$ cat src/twem_pkg.sv
// twem_pkg: constants, encodings and carrier types of the two-wire eeprom master
// assumes a 100 MHz core clock and byte-wide configuration-space access
package twem_pkg;

    // configuration-space byte offsets
    localparam logic [7:0] REG_DATA_OFF = 8'hB0;
    localparam logic [7:0] REG_WORD_OFF = 8'hB1;
    localparam logic [7:0] REG_SLAVE_OFF = 8'hB2;
    localparam logic [7:0] REG_CTRL_OFF = 8'hB3;

    // control/status field positions
    localparam int CS_PROT_SEL = 7;
    localparam int CS_REQ_BUSY = 5;
    localparam int CS_DL_ACTIVE = 4;
    localparam int CS_PRESENT = 3;
    localparam int CS_NO_ACK = 1;
    localparam int CS_DL_ERR = 0;

    // bus and download constants
    localparam logic [6:0] EEPROM_ADDR = 7'h50;
    localparam logic [7:0] DL_WORD_ADDR = 8'h00;
    localparam logic [7:0] DL_FUNC_ID = 8'h00;
    localparam logic [7:0] DL_END_MARK = 8'h80;
    localparam logic [7:0] DL_HDR_BYTES = 8'h02;
    localparam logic [3:0] ACK_BIT = 4'h8;
    localparam logic [7:0] REG_RESET = 8'h00;

    // serial clock timing
    localparam int CLK_FREQ_HZ = 100_000_000;
    localparam int SCL_FREQ_HZ = 60_000;
    localparam int QTR_CYCLES = CLK_FREQ_HZ / (4 * SCL_FREQ_HZ);

    typedef enum logic [3:0] {
        ST_IDLE = 4'h1,
        ST_START = 4'h2,
        ST_XFER = 4'h4,
        ST_STOP = 4'h8
    } twem_state_t;

    typedef enum logic [4:0] {
        PH_DEVW = 5'h01,
        PH_WORD = 5'h02,
        PH_DATAW = 5'h04,
        PH_DEVR = 5'h08,
        PH_DATAR = 5'h10
    } twem_phase_t;

    typedef struct packed {
        logic wr;
        logic rd;
        logic [7:0] addr;
        logic [7:0] wdata;
    } twem_cfg_req_t;

    typedef struct packed {
        logic [7:0] index;
        logic [7:0] data;
    } twem_dl_word_t;

    typedef struct packed {
        twem_state_t state;
        twem_phase_t phase;
        logic [1:0] qtr;
        logic [15:0] div;
        logic [3:0] bit_cnt;
        logic [7:0] shift;
        logic acked;
        logic last;
        logic scl_low;
        logic sda_low;
        logic is_read;
        logic is_dl;
        logic fail;
        logic [7:0] dl_idx;
        logic [7:0] dl_cnt;
        logic [7:0] data;
        logic [7:0] word;
        logic [7:0] slave;
        logic prot_sel;
        logic present;
        logic no_ack_err;
        logic dl_err;
        logic dl_active;
        logic [1:0] rst_a_sync;
        logic [1:0] rst_b_sync;
        logic [1:0] pa_sync;
        logic [1:0] pb_sync;
        logic both_prev;
        logic pa_o;
        logic pa_oe;
        logic pb_o;
        logic pb_oe;
        logic gpa_di;
        logic gpb_di;
        logic [7:0] rdata;
        logic push_v;
        twem_dl_word_t push_d;
    } twem_core_t;

endpackage

$ cat src/twem_master.sv
// twem_master: two-wire serial eeprom master with config registers and boot download
// assumes pins and reset terminals are asynchronous; cfg port is on CLOCK
// Functional notes
// - on the later reset release, sample clock pin pullup into present bit 3
// - writing zero to present bit disables the interface immediately
// - interface enabled takes shared pins from gpio; disabled returns them
// - clock line output only, data bidirectional, both open-drain
// - clock toggles near 60 kHz in transfers, released when idle
// - start is data falling with clock high, stop data rising
// - data changes only while clock low, except start and stop
// - eight-bit bytes each followed by an ack held low through clock high
// - single bytes on software request; multibyte download right after reset
// - write: start, address+0, ack, word, ack, data msb first, ack, stop
// - missing address acknowledge sets error bit 1
// - read: address+0, word, repeated start, address+1, data, no-ack, stop
// - download reads like byte read, acking each byte until the last
// - protocol-select bit 7 drops the word address byte and its ack
// - download-active bit 4 held during download; failure in bit 0
// - download uses fixed eeprom slave address 1010000b
// - writing the slave-address register launches a single-byte transaction
`timescale 1ns/1ps
`default_nettype none
module twem_master
    import twem_pkg::*;
#(
    parameter int QTR_CYC = QTR_CYCLES
) (
    input wire logic CLOCK,
    input wire logic RESET,
    input wire logic FUNDAMENTAL_RESET_IN_N,
    input wire logic GLOBAL_RESET_IN_N,
    input wire twem_cfg_req_t CFG_REQ,
    output logic [7:0] CFG_RDATA,
    input wire logic SHARED_PIN_A_I,
    output logic SHARED_PIN_A_O,
    output logic SHARED_PIN_A_OE,
    input wire logic SHARED_PIN_B_I,
    output logic SHARED_PIN_B_O,
    output logic SHARED_PIN_B_OE,
    input wire logic GPIO_A_DO,
    input wire logic GPIO_A_OE,
    output logic GPIO_A_DI,
    input wire logic GPIO_B_DO,
    input wire logic GPIO_B_OE,
    output logic GPIO_B_DI,
    output logic DL_VALID,
    output twem_dl_word_t DL_WORD,
    input wire logic DL_READY
);
    twem_core_t r;
    twem_core_t n;
    logic buf_ready;
    logic tick;
    logic stall;
    logic rst_rise;
    logic launch;
    logic go;
    logic go_rd;
    logic [6:0] go_slave;
    logic nack_evt;
    logic more;
    logic sda_in;
    logic tx_byte;

    twem_pair_buf #(
        .WIDTH($bits(twem_dl_word_t))
    ) u_dl_buf (
        .CLOCK(CLOCK),
        .RESET(RESET),
        .IN_VALID(r.push_v),
        .IN_READY(buf_ready),
        .IN_DATA(r.push_d),
        .OUT_VALID(DL_VALID),
        .OUT_READY(DL_READY),
        .OUT_DATA(DL_WORD)
    );

    always_comb begin
        n = r;
        go = 1'b0;
        go_rd = 1'b0;
        go_slave = EEPROM_ADDR;
        launch = 1'b0;
        nack_evt = 1'b0;
        more = 1'b0;
        stall = 1'b0;
        sda_in = r.pa_sync[1];
        tx_byte = (r.phase != PH_DATAR);
        // synchronisers
        n.rst_a_sync = {r.rst_a_sync[0], FUNDAMENTAL_RESET_IN_N};
        n.rst_b_sync = {r.rst_b_sync[0], GLOBAL_RESET_IN_N};
        n.pa_sync = {r.pa_sync[0], SHARED_PIN_A_I};
        n.pb_sync = {r.pb_sync[0], SHARED_PIN_B_I};
        n.both_prev = r.rst_a_sync[1] && r.rst_b_sync[1];
        rst_rise = n.both_prev && !r.both_prev;
        if (r.push_v && buf_ready) begin
            n.push_v = 1'b0;
        end
        // configuration writes
        if (CFG_REQ.wr) begin
            unique case (CFG_REQ.addr)
                REG_DATA_OFF: n.data = CFG_REQ.wdata;
                REG_WORD_OFF: n.word = CFG_REQ.wdata;
                REG_SLAVE_OFF: begin
                    n.slave = CFG_REQ.wdata;
                    if (r.present && r.state == ST_IDLE && !r.dl_active) begin
                        launch = 1'b1;
                        go = 1'b1;
                        go_rd = CFG_REQ.wdata[0];
                        go_slave = CFG_REQ.wdata[7:1];
                    end
                end
                REG_CTRL_OFF: begin
                    n.prot_sel = CFG_REQ.wdata[CS_PROT_SEL];
                    if (!CFG_REQ.wdata[CS_PRESENT]) begin
                        n.present = 1'b0;
                    end
                    if (CFG_REQ.wdata[CS_NO_ACK]) begin
                        n.no_ack_err = 1'b0;
                    end
                end
                default: ;
            endcase
        end
        // pullup detect at the later reset release
        if (rst_rise) begin
            n.present = r.pb_sync[1];
            if (r.pb_sync[1]) begin
                go = 1'b1;
                go_rd = 1'b1;
                go_slave = EEPROM_ADDR;
                n.is_dl = 1'b1;
                n.dl_active = 1'b1;
                n.dl_err = 1'b0;
                n.dl_idx = 8'h00;
            end
        end
        if (go) begin
            n.state = ST_START;
            n.is_read = go_rd;
            n.is_dl = rst_rise;
            n.qtr = 2'h0;
            n.div = 16'h0000;
            n.fail = 1'b0;
            n.phase = (go_rd && r.prot_sel) ? PH_DEVR : PH_DEVW;
            n.shift = {go_slave, go_rd && r.prot_sel};
        end
        // quarter-bit divider
        tick = (r.div == 16'(QTR_CYC - 1));
        if (r.state != ST_IDLE && !go) begin
            n.div = tick ? 16'h0000 : 16'(r.div + 16'h0001);
        end
        if (r.state == ST_XFER && r.phase == PH_DATAR && r.bit_cnt == ACK_BIT && r.qtr == 2'h0) begin
            stall = r.is_dl && r.push_v; // back-pressure from download stream
        end
        if (tick && !stall && r.state != ST_IDLE && !go) begin
            n.qtr = 2'(r.qtr + 2'h1);
            unique case (r.state)
                ST_START: begin
                    unique case (r.qtr)
                        2'h0: n.sda_low = 1'b0;
                        2'h1: n.scl_low = 1'b0;
                        2'h2: n.sda_low = 1'b1;
                        default: begin
                            n.scl_low = 1'b1;
                            n.state = ST_XFER;
                            n.bit_cnt = 4'h0;
                        end
                    endcase
                end
                ST_XFER: begin
                    unique case (r.qtr)
                        2'h0: begin
                            if (r.bit_cnt != ACK_BIT) begin
                                n.sda_low = tx_byte && !r.shift[7];
                            end else if (tx_byte) begin
                                n.sda_low = 1'b0;
                            end else begin
                                if (r.is_dl) begin
                                    if (r.dl_idx == 8'h00) begin
                                        more = (r.shift == DL_FUNC_ID);
                                        n.fail = r.shift != DL_FUNC_ID;
                                    end else if (r.dl_idx == 8'h01) begin
                                        more = 1'b1;
                                        n.dl_cnt = r.shift;
                                    end else begin
                                        more = (r.dl_idx != 8'(r.dl_cnt + DL_HDR_BYTES));
                                        if (!more && r.shift != DL_END_MARK) begin
                                            n.fail = 1'b1;
                                        end
                                    end
                                    n.push_v = 1'b1;
                                    n.push_d = '{index: r.dl_idx, data: r.shift};
                                    n.dl_idx = 8'(r.dl_idx + 8'h01);
                                end else begin
                                    n.data = r.shift;
                                end
                                n.sda_low = more;
                                n.last = !more;
                            end
                        end
                        2'h1: n.scl_low = 1'b0;
                        2'h2: begin
                            if (r.bit_cnt != ACK_BIT) begin
                                n.shift = {r.shift[6:0], sda_in};
                            end else begin
                                n.acked = !sda_in;
                            end
                        end
                        default: begin
                            n.scl_low = 1'b1;
                            n.bit_cnt = 4'(r.bit_cnt + 4'h1);
                            if (r.bit_cnt == ACK_BIT) begin
                                n.bit_cnt = 4'h0;
                                if (tx_byte && !r.acked) begin
                                    nack_evt = 1'b1;
                                    n.no_ack_err = 1'b1;
                                    n.fail = 1'b1;
                                    n.state = ST_STOP;
                                end else begin
                                    unique case (r.phase)
                                        PH_DEVW: begin
                                            n.phase = r.prot_sel ? PH_DATAW : PH_WORD;
                                            n.shift = r.prot_sel ? r.data : (r.is_dl ? DL_WORD_ADDR : r.word);
                                        end
                                        PH_WORD: begin
                                            if (r.is_read) begin
                                                n.state = ST_START;
                                                n.phase = PH_DEVR;
                                                n.shift = {(r.is_dl ? EEPROM_ADDR : r.slave[7:1]), 1'b1};
                                            end else begin
                                                n.phase = PH_DATAW;
                                                n.shift = r.data;
                                            end
                                        end
                                        PH_DATAW: n.state = ST_STOP;
                                        PH_DEVR: n.phase = PH_DATAR;
                                        default: n.state = r.last ? ST_STOP : ST_XFER;
                                    endcase
                                end
                            end
                        end
                    endcase
                end
                default: begin
                    unique case (r.qtr)
                        2'h0: n.sda_low = 1'b1;
                        2'h1: n.scl_low = 1'b0;
                        2'h2: n.sda_low = 1'b0;
                        default: begin
                            n.state = ST_IDLE;
                            if (r.is_dl) begin
                                n.dl_active = 1'b0;
                                n.dl_err = r.fail;
                            end
                        end
                    endcase
                end
            endcase
        end
        // disable wins over any transfer in flight
        if (!n.present) begin
            n.state = ST_IDLE;
            n.scl_low = 1'b0;
            n.sda_low = 1'b0;
            n.dl_active = 1'b0;
        end
        if (n.state == ST_IDLE) begin
            n.scl_low = 1'b0;
            n.sda_low = 1'b0;
            n.div = 16'h0000;
            n.qtr = 2'h0;
        end
        // shared pin steering, open-drain when enabled
        n.pa_o = n.present ? 1'b0 : GPIO_A_DO;
        n.pa_oe = n.present ? n.sda_low : GPIO_A_OE;
        n.pb_o = n.present ? 1'b0 : GPIO_B_DO;
        n.pb_oe = n.present ? n.scl_low : GPIO_B_OE;
        n.gpa_di = n.present ? 1'b0 : r.pa_sync[1];
        n.gpb_di = n.present ? 1'b0 : r.pb_sync[1];
        if (CFG_REQ.rd) begin
            unique case (CFG_REQ.addr)
                REG_DATA_OFF: n.rdata = r.data;
                REG_WORD_OFF: n.rdata = r.word;
                REG_SLAVE_OFF: n.rdata = r.slave;
                REG_CTRL_OFF: n.rdata = {r.prot_sel, 1'b0, (r.state != ST_IDLE) && !r.dl_active,
                                         r.dl_active, r.present, 1'b0, r.no_ack_err, r.dl_err};
                default: n.rdata = 8'h00;
            endcase
        end
    end

    always_ff @(posedge CLOCK) begin
        if (RESET) begin
            r <= '0;
            r.state <= ST_IDLE;
            r.phase <= PH_DEVW;
            r.data <= REG_RESET;
            r.word <= REG_RESET;
            r.slave <= REG_RESET;
        end else begin
            r <= n;
        end
    end

    assign CFG_RDATA = r.rdata;
    assign SHARED_PIN_A_O = r.pa_o;
    assign SHARED_PIN_A_OE = r.pa_oe;
    assign SHARED_PIN_B_O = r.pb_o;
    assign SHARED_PIN_B_OE = r.pb_oe;
    assign GPIO_A_DI = r.gpa_di;
    assign GPIO_B_DI = r.gpb_di;

    a_present_sample: assert property (@(posedge CLOCK) disable iff (RESET)
        rst_rise |=> (r.present == $past(r.pb_sync[1]))) else $error("present bit not sampled");
    a_disable_write: assert property (@(posedge CLOCK) disable iff (RESET)
        (CFG_REQ.wr && CFG_REQ.addr == REG_CTRL_OFF && !CFG_REQ.wdata[CS_PRESENT])
        |=> (!r.present && r.state == ST_IDLE)) else $error("disable write ignored");
    a_gpio_blocked: assert property (@(posedge CLOCK) disable iff (RESET)
        r.present |-> (!r.gpa_di && !r.gpb_di)) else $error("gpio input seen while enabled");
    a_open_drain: assert property (@(posedge CLOCK) disable iff (RESET)
        r.present |-> (!r.pa_o && !r.pb_o)) else $error("pin driven high");
    a_scl_idle_free: assert property (@(posedge CLOCK) disable iff (RESET)
        (r.present && r.state == ST_IDLE) |-> !r.pb_oe) else $error("clock held while idle");
    a_sda_stable_high: assert property (@(posedge CLOCK) disable iff (RESET)
        (r.state == ST_XFER && $past(r.state) == ST_XFER && !r.scl_low && !$past(r.scl_low))
        |-> $stable(r.sda_low)) else $error("data moved with clock high");
    a_nack_flag: assert property (@(posedge CLOCK) disable iff (RESET)
        (nack_evt && (r.phase == PH_DEVW || r.phase == PH_DEVR)) |=> (r.no_ack_err && r.state == ST_STOP))
        else $error("missing ack not flagged");
    a_launch_start: assert property (@(posedge CLOCK) disable iff (RESET)
        launch |=> (r.state == ST_START && r.qtr == 2'h0)) else $error("slave write did not launch");
    a_write_first: assert property (@(posedge CLOCK) disable iff (RESET)
        (launch && !CFG_REQ.wdata[0]) |=> (r.phase == PH_DEVW && !r.shift[0])) else $error("bad write header");
    a_dl_boot: assert property (@(posedge CLOCK) disable iff (RESET)
        (rst_rise && r.pb_sync[1]) |=> (r.dl_active && r.is_dl && r.state == ST_START))
        else $error("download not started");
    a_dl_active_end: assert property (@(posedge CLOCK) disable iff (RESET)
        $fell(r.dl_active) |-> (r.state == ST_IDLE)) else $error("download flag dropped early");
endmodule // twem_master
`default_nettype wire

$ cat src/twem_pair_buf.sv
// twem_pair_buf: two-entry buffer with valid/ready on both sides
// assumes one clock and a synchronous active-high reset
`timescale 1ns/1ps
`default_nettype none
module twem_pair_buf #(
    parameter int WIDTH = 16
) (
    input wire logic CLOCK,
    input wire logic RESET,
    input wire logic IN_VALID,
    output logic IN_READY,
    input wire logic [WIDTH-1:0] IN_DATA,
    output logic OUT_VALID,
    input wire logic OUT_READY,
    output logic [WIDTH-1:0] OUT_DATA
);
    typedef struct packed {
        logic v0;
        logic [WIDTH-1:0] d0;
        logic v1;
        logic [WIDTH-1:0] d1;
    } twem_buf_t;

    twem_buf_t buf_r;
    twem_buf_t buf_nxt;

    always_comb begin
        buf_nxt = buf_r;
        // head leaves, second entry moves up
        if (buf_r.v0 && OUT_READY) begin
            buf_nxt.v0 = buf_r.v1;
            buf_nxt.d0 = buf_r.d1;
            buf_nxt.v1 = 1'b0;
        end
        if (IN_VALID && !buf_r.v1) begin
            if (!buf_nxt.v0) begin
                buf_nxt.v0 = 1'b1;
                buf_nxt.d0 = IN_DATA;
            end else begin
                buf_nxt.v1 = 1'b1;
                buf_nxt.d1 = IN_DATA;
            end
        end
    end

    always_ff @(posedge CLOCK) begin
        if (RESET) begin
            buf_r <= '0;
        end else begin
            buf_r <= buf_nxt;
        end
    end

    assign IN_READY = !buf_r.v1;
    assign OUT_VALID = buf_r.v0;
    assign OUT_DATA = buf_r.d0;
endmodule // twem_pair_buf
`default_nettype wire

$ cat config.mk
export PLATFORM = sky130hd
export DESIGN_NAME = twem_master
export DESIGN_NICKNAME = d
export VERILOG_FILES = /design/src/twem_pkg.sv /design/src/twem_master.sv /design/src/twem_pair_buf.sv
export SDC_FILE = /design/constraint.sdc
export NUM_CORES = 1
export LEC_CHECK = 0
export ABC_AREA = 1
export BUFFER_PORTS_ARGS = -buffer_cell sky130_fd_sc_hd__buf_2
export CAP_MARGIN = 20
export CORE_MARGIN = 4
export CORE_UTILIZATION = 35
export CTS_CLUSTER_DIAMETER = 150
export CTS_CLUSTER_SIZE = 8
export DETAILED_ROUTE_END_ITERATION = 8
export HOLD_SLACK_MARGIN = 0.15
export PLACE_DENSITY = 0.52
export SYNTH_ARGS = -nofsm -noshare
export SYNTH_HDL_FRONTEND = slang
export SYNTH_SLANG_ARGS = --single-unit
$ cat constraint.sdc
create_clock -name CLOCK -period 2.8 [get_ports CLOCK]
set_input_delay 0.28 -clock CLOCK [delete_from_list [all_inputs] [get_ports CLOCK]]
set_output_delay 0.28 -clock CLOCK [all_outputs]
set_load 0.005 [all_outputs]
==> impl_metrics.prom, run 1 <==
# TYPE chip_impl_metric gauge
chip_impl_metric{name="route.antenna.remaining_nets",unit=""} 0
chip_impl_metric{name="mappedNetlistNets",unit=""} 1296
chip_impl_metric{name="rrSetupSlack",unit="ns"} 0.28
chip_impl_metric{name="finalMaxSlewViolations",unit=""} 0
chip_impl_metric{name="final_cell_area",unit="sq mm"} 0.00997
chip_impl_metric{name="cts_buffers",unit=""} 17
chip_impl_info{name="tritoncts",value="built"} 1
chip_impl_metric{name="worstHoldPathCells",unit=""} 3
chip_impl_metric{name="design.die.area",unit="sq mm"} 0.0275
chip_impl_info{name="startpoint_of_the_most_critical_hold_path",value="CFG_REQ[16]"} 1
chip_impl_metric{name="achievable-frequency",unit="GHz"} 0.397
chip_impl_metric{name="synth.yosys.warnings",unit=""} 0
chip_impl_metric{name="viasPerCell",unit=""} 5.03
chip_impl_info{name="setup.worst_path.class",value="reg -> reg"} 1
chip_impl_metric{name="flow.area_growth_from_synthesis",unit="%"} 14.5
chip_impl_metric{name="clock-sinks",unit=""} 165
chip_impl_metric{name="synth_async_sr_flop_share",unit=""} 0
chip_impl_metric{name="design.final.nets",unit=""} 1338
chip_impl_metric{name="post_synth_inst_count",unit=""} 1256
chip_impl_metric{name="detailed_place_hpwl",unit="microns"} 17400
chip_impl_metric{name="floorplan.rows",unit=""} 57
chip_impl_metric{name="worst_ep_required_time",unit="ns"} 3.12
chip_impl_metric{name="cp_max_fo",unit=""} 18
chip_impl_info{name="regToRegStartpoint",value="r[121]"} 1
chip_impl_info{name="cpLargestDelayFamily",value="simple AND/OR/NAND/NOR gates"} 1
chip_impl_metric{name="synthesis.area",unit="sq mm"} 0.00871
chip_impl_metric{name="antenna-diode-count",unit=""} 0
chip_impl_metric{name="power.static_leakage",unit="nW"} 4.04
chip_impl_metric{name="vdd_ir_drop_max",unit="mV"} 0.310
chip_impl_metric{name="post_route_cells_drive_above_1_share",unit=""} 0.133
chip_impl_metric{name="synthDistinctLibCells",unit=""} 47
chip_impl_metric{name="first_pass_grt_wire_length",unit="microns"} 40500
chip_impl_metric{name="timing.final.hold_violations",unit=""} 0
chip_impl_metric{name="synth-edff-count",unit=""} 0
chip_impl_info{name="min-delay-path-class",value="in -> reg"} 1
chip_impl_metric{name="clock_latency",unit="ns"} 0.44
chip_impl_metric{name="path_depth",unit=""} 14
chip_impl_metric{name="die_y_extent",unit="microns"} 166
chip_impl_info{name="cell_type_with_the_highest_aggregate_area_in_the_netlist",value="dfxtp_1"} 1
chip_impl_metric{name="clock_tree.buffer_depth",unit=""} 2
chip_impl_metric{name="critical-path-max-stage-delay",unit="ns"} 0.42
chip_impl_metric{name="timing.critical_path.arrival",unit="ns"} 2.85
chip_impl_metric{name="first_iter_violations",unit=""} 508
chip_impl_metric{name="drv_cap",unit=""} 0
chip_impl_info{name="clock_tree.root_cell",value="clkbuf_16"} 1
chip_impl_metric{name="synth_top_area_share",unit=""} 0.379
chip_impl_metric{name="syn_avg_cell_area",unit="sq um"} 6.94
chip_impl_metric{name="vias",unit=""} 8220
chip_impl_metric{name="drc",unit=""} 0
chip_impl_metric{name="deepest_level_of_the_cts_h_tree",unit=""} 4
chip_impl_metric{name="flip_flop_and_latch_count_after_synthesis",unit=""} 165
chip_impl_metric{name="design.core.area",unit="sq mm"} 0.0244
chip_impl_metric{name="total_power_divided_by_cell_area",unit="mW/mm^2"} 505
chip_impl_info{name="critical_path_cell_list",value="inv_1, ha_1, inv_2, nor2_8, nand4_4, nand2_2, nor2_4, nand2_2, inv_2, nand2_1, nand3_2, nand4_4, inv_6, nor2_1"} 1
chip_impl_metric{name="fp.dieW",unit="microns"} 166
chip_impl_metric{name="synth-seq-area-share",unit=""} 0.379
chip_impl_metric{name="grt_max_degree",unit=""} 85
chip_impl_info{name="end_of_the_worst_register_to_register_path",value="r[113]"} 1
chip_impl_info{name="synth_area_leaders",value="dfxtp_1, nand2_1, o21ai_0, inv_1, a21oi_1"} 1
chip_impl_metric{name="hold-worst-slack",unit="ns"} 0.168
chip_impl_metric{name="gr-usage-all-layers",unit=""} 0.176
chip_impl_metric{name="count_of_buffering_cells_on_the_critical_path_with_inverters_included",unit=""} 4
chip_impl_metric{name="first_global_vias",unit=""} 7813
chip_impl_metric{name="min_period",unit="ns"} 2.52
chip_impl_metric{name="place.port_buffers",unit=""} 59
chip_impl_info{name="postSynth.topFlopCell",value="dfxtp_1"} 1
chip_impl_metric{name="wire_per_inst",unit="microns"} 14.9
chip_impl_info{name="result_of_the_run",value="finished clean"} 1
chip_impl_metric{name="maxSlewHeadroom",unit=""} 0.318
chip_impl_metric{name="antenna_found_initial",unit=""} 0
chip_impl_metric{name="grt_overflow",unit=""} 0
chip_impl_metric{name="detailroute.wirelength.met2",unit="microns"} 10800
chip_impl_info{name="whs_endpoint",value="CFG_RDATA[6]"} 1
chip_impl_info{name="rsz0062_at_grt",value="false"} 1
chip_impl_info{name="top_layer_used",value="met4"} 1
chip_impl_info{name="ys_top_cells_by_count",value="nand2_1, dfxtp_1, inv_1"} 1
chip_impl_metric{name="route.layer.met1.wl",unit="microns"} 12000
chip_impl_info{name="worst_setup_path_end_kind",value="register"} 1
chip_impl_metric{name="worstRegToRegCells",unit=""} 14
chip_impl_metric{name="met3_wirelength",unit="microns"} 1130
chip_impl_metric{name="place_area",unit="sq mm"} 0.00920
chip_impl_metric{name="finalClockSkew",unit="ns"} 0.0115
chip_impl_info{name="critPathLaunchType",value="register"} 1
chip_impl_metric{name="drt_first_pass_iters",unit=""} 5
chip_impl_metric{name="worst_path_clk_slew",unit="ns"} 0.07
chip_impl_metric{name="place.gp.congestion",unit=""} 0.895
chip_impl_metric{name="floorplan.io_pins",unit=""} 60
chip_impl_metric{name="finalSetupViolCount",unit=""} 0
chip_impl_metric{name="fin_setup_tns",unit="ns"} 0
chip_impl_metric{name="floorplan.initialDensity",unit=""} 0.357
chip_impl_info{name="cpMaxStageDelayCell",value="dfxtp_1"} 1
chip_impl_info{name="post-synth-top-count-cell",value="nand2_1"} 1
chip_impl_metric{name="final_min_period_over_clock_period",unit=""} 0.901
chip_impl_metric{name="route.final.wire_length",unit="microns"} 24300
chip_impl_metric{name="worst-slew-pin-transition",unit="ns"} 1.02
-- cell families after synthesis --
kind of cell / Yosys count / synth area share
AND/OR/NAND/NOR: 520 / 0.282
adder cells (fa/ha/maj): 11 / 0.0158
buffers and inverters: 247 / 0.121
AO/OA/AOI/OAI: 305 / 0.193
flip-flops: 165 / 0.379
XOR/XNOR: 8 / 0.00804
-- registers in the layout, indices dropped and copies added (netlist names) --
register	flops
r	113
u_dl_buf.buf_r	17
u_dl_buf.OUT_DATA	16
CFG_RDATA	8
n	4
GPIO_A_DI	1
GPIO_B_DI	1
SHARED_PIN_A_O	1
SHARED_PIN_A_OE	1
SHARED_PIN_B_O	1
SHARED_PIN_B_OE	1
u_dl_buf.OUT_VALID	1
-- worst register-to-register path, stage by stage, from the launching register on --
cell and delay [ns]:
dfxtp_1 0.42, inv_1 0.10, ha_1 0.26, inv_2 0.18, nor2_8 0.09, nand4_4 0.09, nand2_2 0.08, nor2_4 0.26
nand2_2 0.19, inv_2 0.14, nand2_1 0.08, nand3_2 0.09, nand4_4 0.11, inv_6 0.25, nor2_1 0.08
-- worst max-delay path by stage --
stage	startpoint	end	slack (ns)
2_1_floorplan	r[120]	r[109]	0.61
3_3_place_gp	r[121]	r[77]	0.18
3_5_place_dp	r[121]	r[78]	0.08
4_1_cts	r[121]	r[78]	0.07
5_1_grt	r[121]	r[91]	0.03
6_report	r[121]	r[113]	0.28
-- metal layers --
metal,vias to the layer above,track usage
met5,-,0
met4,0,0.0574
met3,30,0.0345
met2,167,0.278
met1,3796,0.243
li1,4227,-
-- cell usage in the layout, fill, tap and decap left out, drive strengths merged, types with 4 or more instances in the layout --
cell and n:
o211ai 11, buf 85, inv 181, nand3 89, nand2 228, o21ai 134, a211oi 12, o2111ai 9
a22oi 4, or2 4, nor4 4, o22ai 4, nor2 137, nor3 29, a32oi 6, dlygate4sd3 13
a31oi 9, ha 11, clkbuf 19, nand4 26, dfxtp 165, a21oi 110, xor2 5
-- power breakdown --
group / switching, mW / internal (mW) / leakage, nW / total, mW
clock network: 1.08 / 1.49 / 0.316 / 2.56
logic: 0.0744 / 0.0442 / 2.40 / 0.119
registers: 0.00338 / 2.36 / 1.33 / 2.36
total: 1.15 / 3.89 / 4.04 / 5.04
-- timing repair --
action | CTS | global route
hold endpoints to repair | 13 | 0
resized for setup | 0 | 3
setup endpoints to repair | 0 | 43
hold buffers | 13 | 0
setup buffers | 0 | 0
-- stage by stage --
stage          utilization  std cells  setup slack (ns)  power (mW)
6_report             0.409       1635             0.278        5.04
5_1_grt              0.409       1635            0.0275        5.20
4_1_cts              0.409       1635            0.0702        5.09
3_5_place_dp         0.377       1590            0.0825        2.52
3_3_place_gp         0.377       1590             0.177        2.52
2_1_floorplan            -       1256             0.607        2.47
-- area by class of cell --
cell class	count	area, sq um
Clock buffer	19	453
Sequential cell	165	3300
Fill cell	2599	14400
Multi-Input combinational cell	844	4360
Tap cell	324	405
Clock inverter	13	181
Timing Repair Buffer	98	621
Inverter	172	651
Power figures use the tool's default switching activity.
==> run 2, diff against run 1 <==
- RECOVER_POWER: not set -> 25
==> run 2 against run 1 <==
- combinational power about the same
- power about the same
- clock power barely moved
- wire length hardly changed
- design area decreased by 0.19%
- register-to-register slack barely moved
- final cell count unchanged
- clock-buffer cell count is the same
- setup slack improved by 0.00053 ns
- flip-flop and latch count did not move
==> impl_metrics.prom, run 2 (synthesized netlist as in run 1, its figures left out) <==
# TYPE chip_impl_metric gauge
chip_impl_info{name="result_of_the_run",value="finished clean"} 1
chip_impl_metric{name="min_period",unit="ns"} 2.52
chip_impl_metric{name="deepest_level_of_the_cts_h_tree",unit=""} 4
chip_impl_metric{name="flow.area_growth_from_synthesis",unit="%"} 14.2
chip_impl_metric{name="post_route_cells_drive_above_1_share",unit=""} 0.123
chip_impl_metric{name="timing.final.hold_violations",unit=""} 0
chip_impl_metric{name="timing.critical_path.arrival",unit="ns"} 2.84
chip_impl_metric{name="clock_latency",unit="ns"} 0.44
chip_impl_metric{name="detailed_place_hpwl",unit="microns"} 17400
chip_impl_metric{name="achievable-frequency",unit="GHz"} 0.397
chip_impl_metric{name="drv_cap",unit=""} 0
chip_impl_metric{name="wire_per_inst",unit="microns"} 14.9
chip_impl_metric{name="pnr_total_power",unit="mW"} 5.04
chip_impl_metric{name="drc",unit=""} 0
chip_impl_metric{name="worst_path_clk_slew",unit="ns"} 0.07
chip_impl_info{name="startpoint_of_the_most_critical_hold_path",value="CFG_REQ[16]"} 1
chip_impl_info{name="regToRegStartpoint",value="r[121]"} 1
chip_impl_info{name="final_cell_mix",value="nand2_1, dfxtp_1, inv_1"} 1
chip_impl_metric{name="route.layer.met1.wl",unit="microns"} 11900
chip_impl_info{name="critical_path.startpoint",value="r[121]"} 1
chip_impl_info{name="worst_setup_path_end_kind",value="register"} 1
chip_impl_metric{name="finalMaxSlewViolations",unit=""} 0
chip_impl_metric{name="clock_tree.buffer_depth",unit=""} 2
chip_impl_metric{name="first_iter_violations",unit=""} 582
chip_impl_metric{name="detailroute.wirelength.met2",unit="microns"} 10800
chip_impl_metric{name="max_ffs_per_register",unit=""} 113
chip_impl_metric{name="met3_wirelength",unit="microns"} 1170
chip_impl_metric{name="place.gp.congestion",unit=""} 0.895
chip_impl_metric{name="route.final.wire_length",unit="microns"} 24300
chip_impl_metric{name="power.static_leakage",unit="nW"} 3.99
chip_impl_metric{name="floorplan.initialDensity",unit=""} 0.357
chip_impl_metric{name="cts_buffers",unit=""} 17
chip_impl_metric{name="gr-usage-all-layers",unit=""} 0.176
chip_impl_metric{name="final_min_period_over_clock_period",unit=""} 0.900
chip_impl_metric{name="total_power_divided_by_cell_area",unit="mW/mm^2"} 506
chip_impl_metric{name="finalSetupViolCount",unit=""} 0
chip_impl_metric{name="antenna-diode-count",unit=""} 0
chip_impl_metric{name="floorplan.rows",unit=""} 57
chip_impl_metric{name="design.die.area",unit="sq mm"} 0.0275
chip_impl_metric{name="drt_first_pass_iters",unit=""} 5
chip_impl_metric{name="design.core.area",unit="sq mm"} 0.0244
chip_impl_info{name="mostFrequentLayoutCell",value="nand2_1"} 1
chip_impl_metric{name="vdd_ir_drop_max",unit="mV"} 0.310
chip_impl_info{name="min-delay-path-class",value="in -> reg"} 1
chip_impl_info{name="clock_tree.root_cell",value="clkbuf_16"} 1
chip_impl_info{name="setup.worst_path.class",value="reg -> reg"} 1
chip_impl_metric{name="place.port_buffers",unit=""} 59
chip_impl_metric{name="floorplan.io_pins",unit=""} 60
chip_impl_metric{name="vias",unit=""} 8219
chip_impl_metric{name="worst-slew-pin-transition",unit="ns"} 1.28
chip_impl_info{name="tritoncts",value="built"} 1
chip_impl_metric{name="die_y_extent",unit="microns"} 166
chip_impl_info{name="top_register",value="r"} 1
chip_impl_info{name="rsz0062_at_grt",value="false"} 1
chip_impl_metric{name="viasPerCell",unit=""} 5.03
chip_impl_metric{name="first_pass_grt_wire_length",unit="microns"} 40500
chip_impl_metric{name="antenna_found_initial",unit=""} 0
chip_impl_metric{name="clock-sinks",unit=""} 165
chip_impl_metric{name="design.final.nets",unit=""} 1338
chip_impl_info{name="top_layer_used",value="met4"} 1
chip_impl_metric{name="grt_max_degree",unit=""} 85
chip_impl_metric{name="grt_overflow",unit=""} 0
chip_impl_info{name="critPathLaunchType",value="register"} 1
chip_impl_metric{name="maxSlewHeadroom",unit=""} 0.147
chip_impl_metric{name="worst_ep_required_time",unit="ns"} 3.12
chip_impl_metric{name="route.antenna.remaining_nets",unit=""} 0
chip_impl_metric{name="finalClockSkew",unit="ns"} 0.0126
chip_impl_metric{name="fp.dieW",unit="microns"} 166
chip_impl_metric{name="cp_max_fo",unit=""} 18
chip_impl_metric{name="fin_setup_tns",unit="ns"} 0
chip_impl_metric{name="first_global_vias",unit=""} 7813
run 2: worst paths after layout:
check | to | slack (ns) | cells past startpoint
max | r[113] | 0.28 | 14
min | CFG_RDATA[6] | 0.17 | 3
max reg2reg | r[113] | 0.28 | 14
min reg2reg | r[39] | 0.40 | 2
run 2: repair_timing:
item / 4_1_cts / 5_1_grt
setup endpoints to repair: 0 / 43
hold buffers: 13 / 0
hold endpoints to repair: 13 / 0
setup buffers: 0 / 0
resized for setup: 0 / 3
run 2: per-layer routing:
layer / track usage / vias up
met3: 0.0345 / 28
li1: - / 4230
met2: 0.278 / 175
met1: 0.243 / 3786
met5: 0 / -
met4: 0.0574 / 0
run 2: cell type report:
type                    count  area, sq um
flip-flops and latches    165         3300
multi-input cells         844         4360
clock inverters            13          181
repair buffers             98          602
fillers                  2602        14400
inverters                 172          651
clock buffers              19          453
well taps                 324          405
run 2: where the power goes:
| group | internal, mW | switching [mW] |
|---|---|---|
| Sequential | 2.36 | 0.00330 |
| Combinational | 0.0428 | 0.0740 |
| Clock | 1.49 | 1.08 |
| Total | 3.88 | 1.15 |
run 2: critical path: stages (launching register included):
cell and delay, ns:
dfxtp_1 0.42, inv_1 0.11, ha_1 0.26, inv_2 0.18, nor2_8 0.08, nand4_4 0.09
nand2_2 0.08, nor2_4 0.26, nand2_2 0.19, inv_2 0.13, nand2_1 0.07, nand3_2 0.09
nand4_4 0.11, inv_6 0.25, nor2_1 0.07
run 2: per-stage QoR:
step           hold slack (ns)  cells  utilization  setup slack (ns)  instance area [sq um]
2_1_floorplan            0.387   1256            -             0.607                   8710
3_3_place_gp             0.390   1590        0.377             0.177                   9200
3_5_place_dp             0.393   1590        0.377            0.0825                   9200
4_1_cts                  0.160   1635        0.409            0.0702                   9960
5_1_grt                  0.175   1635        0.408            0.0275                   9950
6_report                 0.170   1635        0.408             0.279                   9950
==> run 3, diff against run 2 <==
- ABC_AREA: 1 -> not set
==> run 3 against run 2 <==
- hold slack improved by 0.0032 ns
- highest routed layer unchanged
- final cell count is 12% lower
- flip-flop and latch count unchanged
==> impl_metrics.prom, run 3 <==
# TYPE chip_impl_metric gauge
chip_impl_metric{name="antenna_found_initial",unit=""} 0
chip_impl_info{name="setup.worst_path.class",value="reg -> reg"} 1
chip_impl_metric{name="route.antenna.remaining_nets",unit=""} 0
chip_impl_metric{name="vias",unit=""} 7717
chip_impl_metric{name="total_power_divided_by_cell_area",unit="mW/mm^2"} 484
chip_impl_metric{name="synth_async_sr_flop_share",unit=""} 0
chip_impl_info{name="clock_tree.root_cell",value="clkbuf_16"} 1
chip_impl_metric{name="drc",unit=""} 0
chip_impl_info{name="critPathLaunchType",value="register"} 1
chip_impl_metric{name="synth.yosys.warnings",unit=""} 0
chip_impl_metric{name="gr-usage-all-layers",unit=""} 0.184
chip_impl_info{name="min-delay-path-class",value="in -> reg"} 1
chip_impl_metric{name="grt_overflow",unit=""} 0
chip_impl_metric{name="viasPerCell",unit=""} 5.34
chip_impl_info{name="postSynth.topFlopCell",value="dfxtp_1"} 1
chip_impl_metric{name="clock-sinks",unit=""} 165
chip_impl_metric{name="floorplan.initialDensity",unit=""} 0.359
chip_impl_metric{name="detailedPlace.worstSlack",unit="ns"} -0.0179
chip_impl_metric{name="place.gp.congestion",unit=""} 0.888
chip_impl_info{name="synth_area_leaders",value="dfxtp_1, nand2_1, a21oi_1, nor2_1, mux2i_1"} 1
chip_impl_metric{name="detailed_place_hpwl",unit="microns"} 17200
chip_impl_metric{name="worst_path_clk_slew",unit="ns"} 0.07
chip_impl_metric{name="timing.final.hold_violations",unit=""} 0
chip_impl_metric{name="worst_ep_required_time",unit="ns"} 3.16
chip_impl_metric{name="wire_per_inst",unit="microns"} 16.9
chip_impl_info{name="result_of_the_run",value="finished clean"} 1
chip_impl_info{name="rsz0062_at_grt",value="true"} 1
chip_impl_metric{name="fin_setup_tns",unit="ns"} 0
chip_impl_metric{name="flow.area_growth_from_synthesis",unit="%"} 19.8
chip_impl_metric{name="vdd_ir_drop_max",unit="mV"} 0.265
chip_impl_metric{name="place.port_buffers",unit=""} 59
chip_impl_metric{name="dpl.cell_count",unit=""} 1396
chip_impl_metric{name="cts_buffers",unit=""} 17
chip_impl_metric{name="drv_cap",unit=""} 0
chip_impl_metric{name="maxSlewHeadroom",unit=""} 0.426
chip_impl_metric{name="final_min_period_over_clock_period",unit=""} 0.984
chip_impl_metric{name="route.final.wire_length",unit="microns"} 24500
chip_impl_metric{name="min_period",unit="ns"} 2.76
chip_impl_metric{name="max_ffs_per_register",unit=""} 113
chip_impl_metric{name="finalMaxSlewViolations",unit=""} 0
chip_impl_metric{name="synthDistinctLibCells",unit=""} 75
chip_impl_info{name="worst_setup_path_end_kind",value="register"} 1
chip_impl_info{name="post-synth-top-count-cell",value="dfxtp_1"} 1
chip_impl_metric{name="power.static_leakage",unit="nW"} 3.79
chip_impl_metric{name="fillerInstances",unit=""} 2425
chip_impl_metric{name="hold-worst-slack",unit="ns"} 0.173
chip_impl_metric{name="design.core.area",unit="sq mm"} 0.0237
chip_impl_metric{name="place_area",unit="sq mm"} 0.00939
chip_impl_metric{name="fp.dieW",unit="microns"} 164
chip_impl_metric{name="synth-seq-area-share",unit=""} 0.388
chip_impl_metric{name="worst-slew-pin-transition",unit="ns"} 0.858
chip_impl_metric{name="first_global_vias",unit=""} 7330
chip_impl_metric{name="post_synth_inst_count",unit=""} 1031
chip_impl_metric{name="post_route_cells_drive_above_1_share",unit=""} 0.192
chip_impl_metric{name="rrSetupSlack",unit="ns"} 0.04
chip_impl_info{name="final_cell_mix",value="dfxtp_1, nand2_1, nor2_1"} 1
chip_impl_metric{name="drt_first_pass_iters",unit=""} 5
chip_impl_metric{name="cp_max_fo",unit=""} 13
chip_impl_metric{name="deepest_level_of_the_cts_h_tree",unit=""} 4
chip_impl_info{name="top_register",value="r"} 1
chip_impl_metric{name="design.die.area",unit="sq mm"} 0.0269
chip_impl_info{name="ys_top_cells_by_count",value="dfxtp_1, nand2_1, nor2_1"} 1
chip_impl_metric{name="design.final.nets",unit=""} 1153
chip_impl_info{name="cell_type_with_the_highest_aggregate_area_in_the_netlist",value="dfxtp_1"} 1
chip_impl_metric{name="synthesis.area",unit="sq mm"} 0.00851
chip_impl_metric{name="synth-edff-count",unit=""} 0
chip_impl_metric{name="layout.cells.non_filler",unit=""} 1446
chip_impl_metric{name="clock_tree.buffer_depth",unit=""} 2
chip_impl_metric{name="first_pass_grt_wire_length",unit="microns"} 39600
chip_impl_metric{name="synth_top_area_share",unit=""} 0.388
chip_impl_metric{name="first_iter_violations",unit=""} 566
chip_impl_metric{name="finalClockSkew",unit="ns"} 0.0106
chip_impl_metric{name="floorplan.rows",unit=""} 56
chip_impl_metric{name="timing.critical_path.arrival",unit="ns"} 3.12
chip_impl_metric{name="finalWorstSetupSlack",unit="ns"} 0.0444
chip_impl_metric{name="syn_avg_cell_area",unit="sq um"} 8.26
chip_impl_info{name="mostFrequentLayoutCell",value="dfxtp_1"} 1
chip_impl_metric{name="final_cell_area",unit="sq mm"} 0.0102
chip_impl_metric{name="grt_max_degree",unit=""} 136
chip_impl_metric{name="finalSetupViolCount",unit=""} 0
chip_impl_metric{name="achievable-frequency",unit="GHz"} 0.363
chip_impl_metric{name="mappedNetlistNets",unit=""} 1071
chip_impl_metric{name="clock_latency",unit="ns"} 0.43
chip_impl_metric{name="flip_flop_and_latch_count_after_synthesis",unit=""} 165
chip_impl_info{name="tritoncts",value="built"} 1
chip_impl_metric{name="die_y_extent",unit="microns"} 164
chip_impl_metric{name="floorplan.io_pins",unit=""} 60
run 3: worst max-delay path, stage by stage, from the launching register on:
cell and delay [ns]:
dfxtp_1 0.31, or4_4 0.55, or4_4 0.59, a311oi_4 0.30, buf_4 0.21, nand3_4 0.08, buf_12 0.15, or3b_4 0.39
a21oi_2 0.12
run 3: what timing repair did:
item                                    CTS  global route
resized for setup                         2            10
buffers inserted                          1             3
pin swaps                                 2             4
endpoints found under the setup margin    4            34
hold buffers                             13             0
hold endpoints to repair                 17             0
run 3: power breakdown:
| part | total (mW) | switching, mW | internal [mW] | leakage [nW] |
|---|---|---|---|---|
| clock network | 2.41 | 1.07 | 1.34 | 0.292 |
| registers | 2.37 | 0.0104 | 2.36 | 1.33 |
| logic | 0.155 | 0.0923 | 0.0627 | 2.17 |
run 3: logic make-up (layout without fill, tap and decap cells):
| group | Yosys count | in the layout | share of synthesized area |
|---|---|---|---|
| and+or+nand+nor | 447 | 447 | 0.272 |
| AOI/OAI and AO/OA | 235 | 235 | 0.177 |
| DFF | 165 | 165 | 0.388 |
| buffers and inverters | 104 | 199 | 0.0579 |
| muxes | 55 | 55 | 0.0745 |
| xor gates and xnor gates | 14 | 14 | 0.0144 |
| adders and majority gates | 11 | 11 | 0.0162 |
| other | 0 | 1 | 0 |
run 3: final cells by class:
type / count / area, sq um / area share
multi-input cells: 762 / 4780 / 0.469
flip-flops and latches: 165 / 3300 / 0.324
repair buffers: 153 / 1070 / 0.105
clock buffers: 17 / 425 / 0.0417
well taps: 319 / 399 / 0.0391
clock inverters: 15 / 164 / 0.0161
inverters: 14 / 52.6 / 0.00515
diodes: 1 / 2.50 / 0.000245
run 3: final timing paths:
path	start	to	cells after the start
worst min-delay path	CFG_REQ[0]	r[45]	3
worst max register to register	r[116]	r[79]	8
worst min register to register	n[37]	r[37]	1
worst max-delay path	r[116]	r[79]	8
run 3: metrics by stage:
step	util	total power [mW]
floorplan	-	2.50
global placement	0.397	2.56
detailed placement	0.397	2.56
CTS	0.428	5.00
global route	0.431	5.12
finish	0.431	4.93
run 3: routing by layer:
layer | GRT usage | wire [microns] | vias to the layer above
met5 | 0 | 0 | -
met4 | 0.0557 | 375 | 0
met2 | 0.296 | 11500 | 154
li1 | - | - | 3852
met3 | 0.0311 | 916 | 26
met1 | 0.253 | 11600 | 3685
